==> config.mk <==
export PLATFORM = sky130hd
export DESIGN_NAME = pflash_config_master
export DESIGN_NICKNAME = d
export VERILOG_FILES = /design/src/pflash_cfg_pkg.sv /design/src/config_tick_if.sv /design/src/config_clock_gen.sv /design/src/pflash_config_master.sv /design/src/pin_sync.sv
export SDC_FILE = /design/constraint.sdc
export NUM_CORES = 1
export LEC_CHECK = 0
export BUFFER_PORTS_ARGS = -buffer_cell sky130_fd_sc_hd__buf_2
export CAP_MARGIN = 30
export CORE_MARGIN = 2
export CORE_UTILIZATION = 50
export DETAILED_ROUTE_END_ITERATION = 8
export GPL_TIMING_DRIVEN = 1
export PLACE_DENSITY = 0.72
export REMOVE_ABC_BUFFERS = 1
export SYNTH_ARGS = -nofsm -noshare
export SYNTH_HDL_FRONTEND = slang
export SYNTH_SLANG_ARGS = --single-unit
==> constraint.sdc <==
create_clock -name clk -period 5.49 [get_ports clk]
set_input_delay 1.098 -clock clk [delete_from_list [all_inputs] [get_ports clk]]
set_output_delay 1.098 -clock clk [all_outputs]
set_load 0.1 [all_outputs]
==> src/pflash_cfg_pkg.sv <==
package pflash_cfg_pkg;
    // system clock and the ceiling on the flash clock
    localparam int CLK_HZ = 50000000;
    localparam int CONFIG_CLOCK_MAX_HZ = 40000000;
    // least half period that keeps the flash clock at or under its ceiling
    localparam int CONFIG_HALF_MIN =
        (CLK_HZ + 2 * CONFIG_CLOCK_MAX_HZ - 1) / (2 * CONFIG_CLOCK_MAX_HZ);
    // two cycles per half period leave room for the two-stage pin sampler
    localparam int CONFIG_HALF_CYCLES =
        (CONFIG_HALF_MIN < 2) ? 2 : CONFIG_HALF_MIN;
    localparam int HALF_CNT_W = 4;

    // least low time of the restart pin before the bus is given up
    localparam int RESTART_MIN_NS = 500;
    localparam int RESTART_MIN_CYCLES =
        (RESTART_MIN_NS * (CLK_HZ / 1000000) + 999) / 1000;
    localparam int RESTART_CNT_W = 6;

    // flash bus geometry
    localparam int ADDR_W = 24;
    localparam int DATA_W = 16;
    localparam logic [ADDR_W-1:0] START_WORD_ADDR = 24'h000000;
    localparam logic [DATA_W-1:0] BYTE_LANE_MASK = 16'h00FF;

    // flash clock periods spent in each fixed step
    localparam logic [7:0] HARD_RESET_PERIODS = 8'h04;
    localparam logic [7:0] BURST_LATENCY_PERIODS = 8'h04;
    // system clocks after reset release before the straps are read
    localparam logic [7:0] STRAP_SETTLE_CYCLES = 8'h02;
    localparam int WRITE_CMDS = 2;

    // strap encodings of the scheme select pins
    localparam logic [1:0] ACTIVE_PARALLEL_SCHEME = 2'h1;
    localparam logic [1:0] FAST_PASSIVE_PARALLEL_SCHEME = 2'h2;
    localparam logic [1:0] ACTIVE_SERIAL_SCHEME = 2'h3;

    typedef enum logic [3:0] {
        ST_STRAP, ST_PASSIVE, ST_FLOAT, ST_HARD_RESET, ST_WR_SETUP,
        ST_WR_PULSE, ST_WR_HOLD, ST_ADDR, ST_LATENCY, ST_BURST,
        ST_WAIT_DONE, ST_USER
    } cfg_state_e;
endpackage : pflash_cfg_pkg

==> src/config_tick_if.sv <==
`timescale 1ns/1ps
`default_nettype none
// flash clock level and its rising-edge marker, shared by generator and loader
interface config_tick_if;
    logic level; // current level of the flash clock
    logic rise; // high in the first system cycle of each high phase
    modport gen (output level, output rise);
    modport user (input level, input rise);
endinterface : config_tick_if
`default_nettype wire

==> src/config_clock_gen.sv <==
`timescale 1ns/1ps
`default_nettype none
// divides the system clock down to the flash clock, never above its ceiling
module config_clock_gen
    import pflash_cfg_pkg::*;
(
    input wire logic clk,
    input wire logic rst,
    config_tick_if.gen tick
);
    typedef struct packed {
        logic [HALF_CNT_W-1:0] cnt; // cycles spent in this half period
        logic level;
        logic rise;
    } gen_s;

    gen_s s_reg;
    gen_s s_next;

    // toggle every half period; the clock free-runs from reset on
    always_comb begin
        s_next = s_reg;
        s_next.rise = 1'b0;
        if (s_reg.cnt == HALF_CNT_W'(CONFIG_HALF_CYCLES - 1)) begin
            s_next.cnt = '0;
            s_next.level = ~s_reg.level;
            s_next.rise = ~s_reg.level;
        end else begin
            s_next.cnt = s_reg.cnt + HALF_CNT_W'(1);
        end
    end

    always_ff @(posedge clk or posedge rst) begin
        if (rst) begin
            s_reg <= '0;
        end else begin
            s_reg <= s_next;
        end
    end

    assign tick.level = s_reg.level;
    assign tick.rise = s_reg.rise;
endmodule : config_clock_gen
`default_nettype wire

==> src/pflash_config_master.sv <==
// How it works
// - fetch configuration by continuous synchronous burst reads
// - timing comes from the internal oscillator clock
// - flash clock never runs above 40 MHz
// - drive a 24-bit word address
// - 16-bit shared data bus, flash drives under read enable
// - flash wait is ignored during configuration
// - flash starts asynchronous; writes are asynchronous cycles
// - sample synchronous data on flash clock rising edges
// - hard reset and select outputs are active low
// - read enable lets flash drive data and wait
// - pulse address valid low to load the address
// - write strobe low writes data words
// - generated flash clock times the whole interface
// - chain enable out goes low once own data taken
// - active parallel strap makes this device chain master
// - byte-wide or word-wide data toward chain slaves
// - address range covers 64 to 256 megabit flash
// - release done line; start together when it rises
// - restart low 500 ns resets and floats the bus
`timescale 1ns/1ps
`default_nettype none
module pflash_config_master
    import pflash_cfg_pkg::*;
#(
    parameter int CONFIG_WORDS = 1024, // words of this device's bitstream
    parameter logic [DATA_W-1:0] SYNC_MODE_CMD = 16'h0001, // arbitrary value
    parameter logic [DATA_W-1:0] SYNC_MODE_DATA = 16'h0002 // arbitrary value
) (
    input wire logic clk,
    input wire logic rst,
    input wire logic [1:0] scheme_select_pins,
    input wire logic word_wide_chain,
    input wire logic config_restart_n,
    input wire logic chain_enable_in_n,
    input wire logic config_complete_line_in,
    input wire logic flash_wait,
    input wire logic [DATA_W-1:0] flash_data_in,
    output logic config_clock,
    output logic flash_ctrl_oe,
    output logic flash_hard_reset_n,
    output logic flash_select_n,
    output logic flash_read_enable_n,
    output logic addr_valid_strobe_n,
    output logic flash_write_strobe_n,
    output logic [ADDR_W-1:0] flash_word_address,
    output logic [DATA_W-1:0] flash_data_out,
    output logic flash_data_oe,
    output logic chain_enable_out_n,
    output logic config_complete_line_out,
    output logic config_complete_line_oe,
    output logic [DATA_W-1:0] config_word,
    output logic config_word_valid,
    output logic user_mode,
    output logic user_flash_wait
);
    localparam logic [ADDR_W-1:0] LAST_WORD = ADDR_W'(CONFIG_WORDS - 1);

    // all loader state in one record
    typedef struct packed {
        cfg_state_e st;
        logic [RESTART_CNT_W-1:0] rcnt; // cycles restart has been low
        logic [7:0] wcnt; // flash clock periods left in a timed step, system clocks counted up in the strap step
        logic widx; // which of the two setup writes is in flight
        logic word_wide; // strap caught after reset release
        logic [ADDR_W-1:0] words; // words taken so far
        logic ctrl_oe;
        logic hard_reset_n;
        logic select_n;
        logic read_n;
        logic avd_n;
        logic we_n;
        logic [ADDR_W-1:0] addr;
        logic [DATA_W-1:0] dout;
        logic doe;
        logic chain_out_n;
        logic done_oe;
        logic [DATA_W-1:0] word;
        logic valid;
        logic user;
        logic uwait;
    } loader_s;

    loader_s s_reg;
    loader_s s_next;

    // pins sampled into this domain
    logic [6:0] ctrl_q;
    logic [DATA_W-1:0] data_q;
    logic restart_q;
    logic ce_in_q;
    logic done_in_q;
    logic wait_q;
    logic [1:0] scheme_q;

    config_tick_if tick ();

    // flash clock from the internal oscillator domain
    config_clock_gen u_clock (
        .clk (clk),
        .rst (rst),
        .tick (tick)
    );

    pin_sync #(.WIDTH(7)) u_ctrl_sync (
        .clk (clk),
        .rst (rst),
        .d ({word_wide_chain, scheme_select_pins, flash_wait,
             config_complete_line_in, chain_enable_in_n, config_restart_n}),
        .q (ctrl_q)
    );

    pin_sync #(.WIDTH(DATA_W)) u_data_sync (
        .clk (clk),
        .rst (rst),
        .d (flash_data_in),
        .q (data_q)
    );

    assign restart_q = ctrl_q[0];
    assign ce_in_q = ctrl_q[1];
    assign done_in_q = ctrl_q[2];
    assign wait_q = ctrl_q[3];
    assign scheme_q = ctrl_q[5:4];

    // next state of the loader; timed steps after the strap read move only on flash clock rises
    always_comb begin
        s_next = s_reg;
        s_next.valid = 1'b0;
        // wait only reaches user logic once configuration is over
        s_next.uwait = s_reg.user & wait_q;
        // restart low time, saturating at the threshold
        if (restart_q) begin
            s_next.rcnt = '0;
        end else if (s_reg.rcnt != RESTART_CNT_W'(RESTART_MIN_CYCLES)) begin
            s_next.rcnt = s_reg.rcnt + RESTART_CNT_W'(1);
        end
        case (s_reg.st)
            ST_STRAP: begin
                // samplers are cleared by reset, so let both stages refill
                s_next.wcnt = s_reg.wcnt + 8'h01;
                if (s_reg.wcnt == STRAP_SETTLE_CYCLES) begin
                    s_next.word_wide = ctrl_q[6];
                    if (scheme_q == ACTIVE_PARALLEL_SCHEME) begin
                        s_next.st = ST_FLOAT;
                    end else begin
                        s_next.st = ST_PASSIVE;
                    end
                end
            end
            ST_PASSIVE: begin
                // strapped as a chain slave: this block stays off the bus
                s_next.st = ST_PASSIVE;
            end
            ST_FLOAT: begin
                // bus released; start only when enabled and not restarting
                if (restart_q && !ce_in_q && tick.rise) begin
                    s_next.st = ST_HARD_RESET;
                    s_next.ctrl_oe = 1'b1;
                    s_next.hard_reset_n = 1'b0;
                    s_next.select_n = 1'b1;
                    s_next.read_n = 1'b1;
                    s_next.avd_n = 1'b1;
                    s_next.we_n = 1'b1;
                    s_next.done_oe = 1'b1; // hold done line low while loading
                    s_next.chain_out_n = 1'b1;
                    s_next.wcnt = HARD_RESET_PERIODS;
                    s_next.widx = 1'b0;
                    s_next.words = '0;
                end
            end
            ST_HARD_RESET: begin
                if (tick.rise) begin
                    if (s_reg.wcnt == 8'h01) begin
                        s_next.hard_reset_n = 1'b1;
                        s_next.st = ST_WR_SETUP;
                    end
                    s_next.wcnt = s_reg.wcnt - 8'h01;
                end
            end
            ST_WR_SETUP: begin
                // flash wakes in asynchronous read; switch it by two writes
                if (tick.rise) begin
                    s_next.select_n = 1'b0;
                    s_next.addr = START_WORD_ADDR;
                    s_next.dout = s_reg.widx ? SYNC_MODE_DATA : SYNC_MODE_CMD;
                    s_next.doe = 1'b1;
                    s_next.st = ST_WR_PULSE;
                end
            end
            ST_WR_PULSE: begin
                if (tick.rise) begin
                    s_next.we_n = 1'b0;
                    s_next.st = ST_WR_HOLD;
                end
            end
            ST_WR_HOLD: begin
                // data held one period past the strobe's rising edge
                if (tick.rise) begin
                    if (!s_reg.we_n) begin
                        s_next.we_n = 1'b1;
                    end else begin
                        s_next.select_n = 1'b1;
                        s_next.doe = 1'b0;
                        s_next.widx = 1'b1;
                        s_next.st = s_reg.widx ? ST_ADDR : ST_WR_SETUP;
                    end
                end
            end
            ST_ADDR: begin
                // load the start address with one period of address valid
                if (tick.rise) begin
                    s_next.select_n = 1'b0;
                    s_next.avd_n = 1'b0;
                    s_next.addr = START_WORD_ADDR;
                    s_next.st = ST_LATENCY;
                    s_next.wcnt = BURST_LATENCY_PERIODS;
                end
            end
            ST_LATENCY: begin
                if (tick.rise) begin
                    s_next.avd_n = 1'b1;
                    s_next.read_n = 1'b0;
                    if (s_reg.wcnt == 8'h01) begin
                        s_next.st = ST_BURST;
                    end
                    s_next.wcnt = s_reg.wcnt - 8'h01;
                end
            end
            ST_BURST: begin
                // one word per flash clock rise, wait pin not consulted
                if (tick.rise) begin
                    s_next.word = s_reg.word_wide ? data_q
                                                  : (data_q & BYTE_LANE_MASK);
                    s_next.valid = 1'b1;
                    s_next.words = s_reg.words + ADDR_W'(1);
                    s_next.addr = s_reg.addr + ADDR_W'(1);
                    if (s_reg.words == LAST_WORD) begin
                        s_next.st = ST_WAIT_DONE;
                        s_next.select_n = 1'b1;
                        s_next.read_n = 1'b1;
                        s_next.chain_out_n = 1'b0;
                        s_next.done_oe = 1'b0;
                    end
                end
            end
            ST_WAIT_DONE: begin
                // all devices leave together once the shared line is high
                if (done_in_q) begin
                    s_next.st = ST_USER;
                    s_next.user = 1'b1;
                    s_next.ctrl_oe = 1'b0;
                end
            end
            ST_USER: begin
                s_next.st = ST_USER;
            end
            default: begin
                s_next.st = ST_FLOAT;
            end
        endcase
        // restart held long enough, or chain not enabled while restart is low: let go of the bus
        if ((s_reg.rcnt == RESTART_CNT_W'(RESTART_MIN_CYCLES) ||
             (ce_in_q && !restart_q)) && s_reg.st != ST_STRAP &&
            s_reg.st != ST_PASSIVE) begin
            s_next.st = ST_FLOAT;
            s_next.ctrl_oe = 1'b0;
            s_next.doe = 1'b0;
            s_next.select_n = 1'b1;
            s_next.read_n = 1'b1;
            s_next.avd_n = 1'b1;
            s_next.we_n = 1'b1;
            s_next.hard_reset_n = 1'b1;
            s_next.done_oe = 1'b0;
            s_next.chain_out_n = 1'b1;
            s_next.user = 1'b0;
        end
    end

    always_ff @(posedge clk or posedge rst) begin
        if (rst) begin
            s_reg <= '{st: ST_STRAP, hard_reset_n: 1'b1, select_n: 1'b1,
                       read_n: 1'b1, avd_n: 1'b1, we_n: 1'b1,
                       chain_out_n: 1'b1, default: '0};
        end else begin
            s_reg <= s_next;
        end
    end

    // outputs straight from the state record, apart from the flash clock and the tied-low done output
    assign config_clock = tick.level;
    assign flash_ctrl_oe = s_reg.ctrl_oe;
    assign flash_hard_reset_n = s_reg.hard_reset_n;
    assign flash_select_n = s_reg.select_n;
    assign flash_read_enable_n = s_reg.read_n;
    assign addr_valid_strobe_n = s_reg.avd_n;
    assign flash_write_strobe_n = s_reg.we_n;
    assign flash_word_address = s_reg.addr;
    assign flash_data_out = s_reg.dout;
    assign flash_data_oe = s_reg.doe;
    assign chain_enable_out_n = s_reg.chain_out_n;
    assign config_complete_line_out = 1'b0;
    assign config_complete_line_oe = s_reg.done_oe;
    assign config_word = s_reg.word;
    assign config_word_valid = s_reg.valid;
    assign user_mode = s_reg.user;
    assign user_flash_wait = s_reg.uwait;
endmodule : pflash_config_master
`default_nettype wire

==> src/pin_sync.sv <==
`timescale 1ns/1ps
`default_nettype none
// two-stage sampler for pins arriving from outside the clock domain
module pin_sync #(
    parameter int WIDTH = 1
) (
    input wire logic clk,
    input wire logic rst,
    input wire logic [WIDTH-1:0] d,
    output logic [WIDTH-1:0] q
);
    typedef struct packed {
        logic [WIDTH-1:0] first; // read only by the second stage
        logic [WIDTH-1:0] second;
    } sync_s;

    sync_s s_reg;
    sync_s s_next;

    // shift one stage per edge
    always_comb begin
        s_next.first = d;
        s_next.second = s_reg.first;
    end

    always_ff @(posedge clk or posedge rst) begin
        if (rst) begin
            s_reg <= '0;
        end else begin
            s_reg <= s_next;
        end
    end

    assign q = s_reg.second;
endmodule : pin_sync
`default_nettype wire

==> results.rst, run 1 <==
.. list-table::
   :header-rows: 1

   * - Metric
     - Value
   * - Endpoint type of the worst setup path
     - register
   * - Antenna diodes
     - 0
   * - Area of the core region
     - 0.01383 mm^2
   * - Max-slew headroom at the worst pin
     - 29.50%
   * - Final hold slack
     - 0.3470 ns
   * - Clk sink count
     - 150
   * - Grt met3 use
     - 6.459%
   * - Post-route fraction of the period consumed by the critical path
     - 53.48%
   * - Asr flop ratio synth
     - 100.0%
   * - First-pass iteration count of the detailed router
     - 5
   * - Number of DRC violations after detailed-routing iteration 0
     - 405
   * - Power density normalized to cell area
     - 426.5 mW/mm^2
   * - Most used flip-flop cell after synthesis
     - sky130_fd_sc_hd__dfrtp_1
   * - Gate Count Post-Synth
     - 699
   * - Maximum number of pins on one net before global-route repair
     - 72
   * - Crit path arrival time
     - 3.28 ns
   * - Warnings from Yosys
     - 0
   * - Ratio of cells with drive above 1 in the final layout
     - 19.14%
   * - M2 GR Usage
     - 30.76%
   * - Count of final hold-check violations
     - 0
   * - Number of flip-flops under the largest register name
     - 44
   * - Slowest cell on the critical path
     - sky130_fd_sc_hd__dfrtp_1
   * - Class of the tightest hold or removal check
     - reg -> reg
   * - Horiz. Die Dim
     - 122.6 um
   * - Total of max-cap violations
     - 0
   * - Sum of overflow across all layers after global routing
     - 0
   * - Post-synthesis area per instance
     - 10.07 um^2
   * - Final ANT Viol Nets
     - 0
   * - Average routed wire per standard cell
     - 15.07 um
   * - Post-CTS setup repair buffer count
     - 0
   * - Register bit count reported by yosys
     - 150
   * - Vias after detailed routing
     - 5027
   * - Routability-driven placement congestion ratio
     - 0.9231
   * - Clock Root Buffer
     - sky130_fd_sc_hd__clkbuf_16
   * - Hold-fix buffers at CTS
     - 0
   * - Met1 track demand over resource in global routing
     - 26.91%
   * - Starting density of the core
     - 50.89%
   * - TritonCTS Buffers
     - 17
   * - Via count of the first global-routing pass
     - 4748
   * - Biggest cell delay along the critical path
     - 0.84 ns
   * - Final setup vio count
     - 0
   * - Maximum frequency from static timing analysis
     - 340.6 MHz
   * - Count of unresolved DRC violations after routing
     - 0
   * - CTS H-tree lvls
     - 4
   * - Antenna violations before repair
     - 0
   * - Result of the run
     - finished clean
   * - Die outline height
     - 122.6 um
   * - Buffer and inverter count on the worst path
     - 1
   * - Post-cts sizing count
     - 0
   * - Peak fanout along the critical path
     - 27
   * - Leakage power of the design
     - 3.709 nW
   * - Type of the worst setup path
     - reg -> reg
   * - EDFF count, synth
     - 0
   * - Layout Skew
     - 0.008144 ns
   * - Cell area after technology mapping
     - 0.007037 mm^2
   * - Clock Tree Buf Depth
     - 2
   * - Count of filler cells inserted in the layout
     - 1155
   * - Total Routing Usage GR
     - 19.86%
   * - Top Family by Delay on Critical Path
     - simple AND/OR/NAND/NOR gates
   * - Worst-skew pair later-pin latency
     - 0.42 ns
   * - TritonCTS clock tree
     - built
   * - Worst-path clk slew
     - 0.07 ns
   * - Period minus WS final
     - 2.936 ns
   * - Final HPWL DP
     - 9509 um
   * - IO buf count
     - 79
   * - IO Count
     - 95
   * - Max VDD drop
     - 0.2917 mV
   * - Library cells used by synthesis
     - 70
   * - Wire length of the first global-routing pass
     - 23140 um
   * - Critical path startpoint category
     - register
   * - Most used routing layer
     - met2
   * - Unrepaired setup endpoints after global routing
     - false
   * - Final Slew Violations
     - 0
   * - Critical-path cell list
     - and4bb_2 -> nand2_2 -> inv_2 -> nand3_1 -> or3_1 -> a21oi_1
   * - Full die area
     - 0.01504 mm^2
   * - Sequential-to-total area share from yosys stat
     - 53.45%
   * - Total Routed Length
     - 13970 um
   * - Number of placement rows
     - 43
   * - Final nets
     - 767
   * - Sum of negative setup slack
     - 0 ns
   * - Required time worst endpoint
     - 5.83 ns
   * - Vias per cell
     - 5.423
   * - Layout-stage area growth over the synthesis result
     - 11.22%
   * - Measured slew at the worst slew-check pin
     - 1.054 ns
## cells in the final DEF (no fill, tap or decap), types with 16 or more instances in the layout
master,instances
sky130_fd_sc_hd__a21oi_1,24
sky130_fd_sc_hd__buf_2,79
sky130_fd_sc_hd__clkbuf_16,17
sky130_fd_sc_hd__dfrtp_1,144
sky130_fd_sc_hd__nand2_1,83
sky130_fd_sc_hd__nand3_1,35
sky130_fd_sc_hd__nor2_1,70
sky130_fd_sc_hd__o21ai_0,41
sky130_fd_sc_hd__xnor2_1,16
sky130_fd_sc_hd__xor2_1,24
## Yosys cell counts, drive strengths merged (4+ instances only)
master  number  area, um^2
dfrtp      144        3603
nand2       85       324.1
nor2        72       289.0
buf         64       470.5
o21ai       50       250.2
nand3       36       192.7
a21oi       25       128.9
xor2        24       210.2
clkbuf      16       61.30
xnor2       16       140.1
nand4       14       87.58
and3        13       81.33
nor2b       12       75.07
inv         11       41.29
nor3        10       60.06
ha           8       100.1
or3          8       50.05
nand2b       7       43.79
nor4         7       43.79
dfstp        6       157.7
o31ai        6       45.04
nor3b        5       42.54
o22ai        5       31.28
a22o         4       35.03
a31oi        4       25.02
and2         4       25.02
and4         4       35.03
## worst paths after layout
path | from | to | slack, ns | cells after the start
worst max-delay path | s_reg[111] | s_reg[76] | 2.55 | 6
worst min-delay path | u_ctrl_sync.s_next[2] | u_ctrl_sync.q[2] | 0.35 | 0
max in group asynchronous | rst | flash_select_n | 3.95 | 3
worst max register to register | s_reg[111] | s_reg[76] | 2.55 | 6
worst min register to register | u_ctrl_sync.s_next[2] | u_ctrl_sync.q[2] | 0.35 | 0
min in group asynchronous | rst | u_clock.s_reg[5] | 0.70 | 2
## final cells by class
class / count / area, um^2 / share of cell area, %
flip-flops and latches: 150 / 3761 / 48.06
multi-input cells: 472 / 2761 / 35.28
clock buffers: 19 / 452.9 / 5.787
repair buffers: 82 / 437.9 / 5.596
well taps: 180 / 225.2 / 2.878
clock inverters: 13 / 141.4 / 1.807
inverters: 11 / 46.29 / 0.5915
## report_power, final
part	switching (mW)	total, mW	internal [mW]
logic	0.574	0.815	0.241
clock network	0.492	1.15	0.663
registers	0.167	1.37	1.20
## logic make-up (layout without fill, tap and decap cells)
kind of cell | after synthesis | after routing | synth area share (%)
multiplexers | 4 | 4 | 0.6223
adder cells (fa/ha/maj) | 8 | 8 | 1.423
other | 1 | 15 | 0.05329
AND/OR/NAND/NOR | 290 | 290 | 21.12
AO/OA/AOI/OAI | 115 | 115 | 10.21
XOR/XNOR | 40 | 40 | 4.979
flip-flops | 150 | 150 | 53.45
buffers and inverters | 91 | 125 | 8.144
## worst reg2reg max path: stages (launching register included)
cell	delay (ns)
sky130_fd_sc_hd__dfrtp_1	0.84
sky130_fd_sc_hd__and4bb_2	0.43
sky130_fd_sc_hd__nand2_2	0.35
sky130_fd_sc_hd__inv_2	0.50
sky130_fd_sc_hd__nand3_1	0.21
sky130_fd_sc_hd__or3_1	0.37
sky130_fd_sc_hd__a21oi_1	0.16
## metrics by stage
step                instances  cell area, um^2  total power [mW]  utilization (%)  setup WS [ns]
global route              927             7826             3.503            56.60          2.334
global placement          893             7197             2.163            52.05          2.758
detailed placement        894             7224             2.194            52.25          2.602
finish                    927             7826             3.338            56.60          2.554
CTS                       926             7819             3.357            56.55          2.593
floorplan                 633             6558             2.005                -         0.3655
## routing by layer
layer	part of all wire (%)	vias to the layer above
met2	47	189
met5	0	-
li1	-	2403
met1	44	2414
met3	7.1	21
met4	1.2	0
Power figures use the tool's default switching activity.
==> inputs of run 2 (changes only) <==
==> constraint.sdc (replaced) <==
create_clock -name clk -period 3.01 [get_ports clk]
set_input_delay 0.602 -clock clk [delete_from_list [all_inputs] [get_ports clk]]
set_output_delay 0.602 -clock clk [all_outputs]
set_load 0.1 [all_outputs]
==> run 2 against run 1 <==
  * Fmax rose by 26%
  * Die area did not move
  * Core utilization rose by 0.60 points
  * Sequential share of layout area fell by 0.50 points
  * Combinational power rose by 96%
  * Worst hold slack got worse by 0.12 ns
  * First-iteration DRC count fell by 17%
  * Critical path depth rose by 1
  * Highest routed layer unchanged
  * Clock power rose by 88%
  * Count of clock-buffer cells in the layout fell by 1
  * Via count rose by 1.3%
==> results.rst, run 2 (same netlist as run 1, synthesis figures left out) <==
.. list-table::
   :header-rows: 1

   * - Metric
     - Value
   * - Layout-stage area growth over the synthesis result
     - 12.39%
   * - Horiz. Die Dim
     - 122.6 um (unchanged)
   * - Final nets
     - 779 (+1.6%)
   * - Clock Tree Buf Depth
     - 2 (unchanged)
   * - CTS H-tree lvls
     - 4 (unchanged)
   * - Multi-input gate area in the final layout
     - 0.002755 mm^2 (-0.23%)
   * - Layout Skew
     - 0.01803 ns (+0.009883 ns)
   * - Post-CTS setup repair buffer count
     - 0 (unchanged)
   * - Sum of overflow across all layers after global routing
     - 0 (unchanged)
   * - First-pass iteration count of the detailed router
     - 5 (unchanged)
   * - TritonCTS Buffers
     - 17 (unchanged)
   * - Peak fanout along the critical path
     - 19 (-30%)
   * - Class of the tightest hold or removal check
     - in -> async
   * - Biggest cell delay along the critical path
     - 0.59 ns (-0.25 ns)
   * - Max-slew headroom at the worst pin
     - 61.26% (+32 points)
   * - R2R depth
     - 7 (+1)
   * - Die outline height
     - 122.6 um (unchanged)
   * - Number of DRC violations after detailed-routing iteration 0
     - 335 (-17%)
   * - Count of unresolved DRC violations after routing
     - 0 (unchanged)
   * - Count of filler cells inserted in the layout
     - 1173 (+1.6%)
   * - Average routed wire per standard cell
     - 15.44 um (+2.4%)
   * - Via count of the first global-routing pass
     - 5026 (+5.9%)
   * - Final HPWL DP
     - 10010 um (+5.3%)
   * - Clk sink count
     - 150 (unchanged)
   * - Total Routing Usage GR
     - 20.90% (+1.0 points)
   * - Worst reg2reg path endpoint
     - s_reg[86]
   * - Leakage power of the design
     - 3.770 nW (+1.6%)
   * - Total Power Consumption
     - 6.173 mW (+85%)
   * - Routability-driven placement congestion ratio
     - 0.8586 (-7.0%)
   * - Max VDD drop
     - 0.5172 mV (+77%)
   * - Worst-skew pair later-pin latency
     - 0.43 ns (about the same)
   * - Starting density of the core
     - 50.89% (unchanged)
   * - Worst-path clk slew
     - 0.06 ns (about the same)
   * - Power density normalized to cell area
     - 780.5 mW/mm^2 (+83%)
   * - Worst slack at placement
     - 0.7052 ns (-1.897 ns)
   * - Required time worst endpoint
     - 3.36 ns (-2.47 ns)
   * - Post-cts sizing count
     - 0 (unchanged)
   * - Startpoint of the lowest-slack register-to-register path
     - s_reg[110]
   * - TritonCTS clock tree
     - built
   * - Final setup vio count
     - 0 (unchanged)
   * - Period minus WS final
     - 2.325 ns (-0.6113 ns)
   * - Number of placement rows
     - 43 (unchanged)
   * - Wire length of the first global-routing pass
     - 24380 um (+5.3%)
   * - Post-route fraction of the period consumed by the critical path
     - 77.23% (+24 points)
   * - Area of all sequential standard cells
     - 0.003761 mm^2 (unchanged)
   * - IO Count
     - 95 (unchanged)
   * - IO buf count
     - 79 (unchanged)
   * - Worst setup slack for register-to-register paths
     - 0.69 ns (-1.87 ns)
   * - Crit path arrival time
     - 2.67 ns (-0.61 ns)
   * - Full die area
     - 0.01504 mm^2 (unchanged)
   * - Buffer and inverter count on the worst path
     - 1 (unchanged)
   * - Commonest non-fill, non-tap cell in the layout
     - sky130_fd_sc_hd__dfrtp_1
   * - Area of the core region
     - 0.01383 mm^2 (unchanged)
   * - Maximum frequency from static timing analysis
     - 430.2 MHz (+26%)
   * - Vias per cell
     - 5.426 (about the same)
   * - Top Family by Delay on Critical Path
     - simple AND/OR/NAND/NOR gates
   * - Critical path startpoint category
     - register
   * - Measured slew at the worst slew-check pin
     - 0.5811 ns (-0.4731 ns)
   * - Result of the run
     - finished clean
   * - Ratio of cells with drive above 1 in the final layout
     - 20.18% (+1.0 points)
   * - Final hold slack
     - 0.2243 ns (-0.1227 ns)
   * - Clock Root Buffer
     - sky130_fd_sc_hd__clkbuf_16
   * - Total Routed Length
     - 14480 um (+3.6%)
   * - Maximum number of pins on one net before global-route repair
     - 58 (-19%)
   * - Critical-path cell list
     - buf_4 -> nor2_2 -> nand3_4 -> nand2_1 -> nand3b_1 -> or3_1 -> a21oi_1
   * - Slowest cell on the critical path
     - sky130_fd_sc_hd__dfrtp_1
   * - Antenna diodes
     - 0 (unchanged)
   * - Unrepaired setup endpoints after global routing
     - false
   * - Type of the worst setup path
     - reg -> reg
   * - Final ANT Viol Nets
     - 0 (unchanged)
   * - Number of flip-flops under the largest register name
     - 44 (unchanged)
   * - Final WS setup
     - 0.6853 ns (-1.869 ns)
   * - Total of max-cap violations
     - 0 (unchanged)
   * - Count of final hold-check violations
     - 0 (unchanged)
   * - Final instance area
     - 0.007909 mm^2 (+1.1%)
   * - Hold-fix buffers at CTS
     - 0 (unchanged)
   * - Endpoint type of the worst setup path
     - register
   * - Area after detailed placement
     - 0.007308 mm^2 (+1.2%)
   * - Most frequent cells in the layout
     - sky130_fd_sc_hd__dfrtp_1, sky130_fd_sc_hd__nand2_1, sky130_fd_sc_hd__buf_2
   * - Final Slew Violations
     - 0 (unchanged)
   * - Vias after detailed routing
     - 5090 (+1.3%)
   * - Antenna violations before repair
     - 0 (unchanged)
## run 2: cell count changes in the layout (fill, tap and decap cells not counted), sizes merged
cell,previous run,this run
clkbuf,19,18
bufinv,1,3
inv,16,15
clkinv,5,4
buf,82,94
## run 2: worst register-to-register path: stages (launching register included)
cell                       delay [ns]
sky130_fd_sc_hd__dfrtp_1         0.59
sky130_fd_sc_hd__buf_4           0.27
sky130_fd_sc_hd__nor2_2          0.32
sky130_fd_sc_hd__nand3_4         0.19
sky130_fd_sc_hd__nand2_1         0.10
sky130_fd_sc_hd__nand3b_1        0.21
sky130_fd_sc_hd__or3_1           0.40
sky130_fd_sc_hd__a21oi_1         0.17
## run 2: through the flow
step	instances	setup TNS, ns	utilization (%)
after floorplan	633	-236.15	-
after global placement	907	0	52.85
after detailed placement	907	0	52.85
after CTS	938	0	57.20
after global routing	938	0	57.20
final	938	0	57.20
## run 2: metal layers
metal | vias up | share of wire (%) | wire length, um | GRT usage [%]
li1 | 2436 | - | - | -
met1 | 2469 | 43 | 6295 | 26.65
met2 | 164 | 49 | 7026 | 33.40
met3 | 21 | 6.6 | 950 | 7.156
met4 | 0 | 1.4 | 208 | 7.184
met5 | - | 0 | 0 | 0
## run 2: cell type report
cell class | count | area share [%]
multi-input cells | 472 | 34.84
clock buffers | 18 | 5.426
repair buffers | 94 | 6.581
inverters | 11 | 0.5854
flip-flops and latches | 150 | 47.56
well taps | 180 | 2.848
clock inverters | 13 | 2.167
## run 2: report_power, final
| part | total, mW | switching [mW] | internal, mW |
|---|---|---|---|
| clock | 2.16 | 0.850 | 1.31 |
| sequential | 2.41 | 0.215 | 2.20 |
| combinational | 1.60 | 1.13 | 0.469 |
## run 2: how the worst max path moves through the flow
stage / from / end / slack [ns] / cells past startpoint
floorplan: rst / config_complete_line_oe / -1.62 / 1
global placement: s_reg[110] / s_reg[72] / 0.76 / 8
detailed placement: s_reg[110] / s_reg[86] / 0.71 / 7
CTS: s_reg[110] / s_reg[76] / 0.69 / 7
global route: s_reg[110] / s_reg[76] / 0.50 / 7
finish: s_reg[110] / s_reg[86] / 0.69 / 7
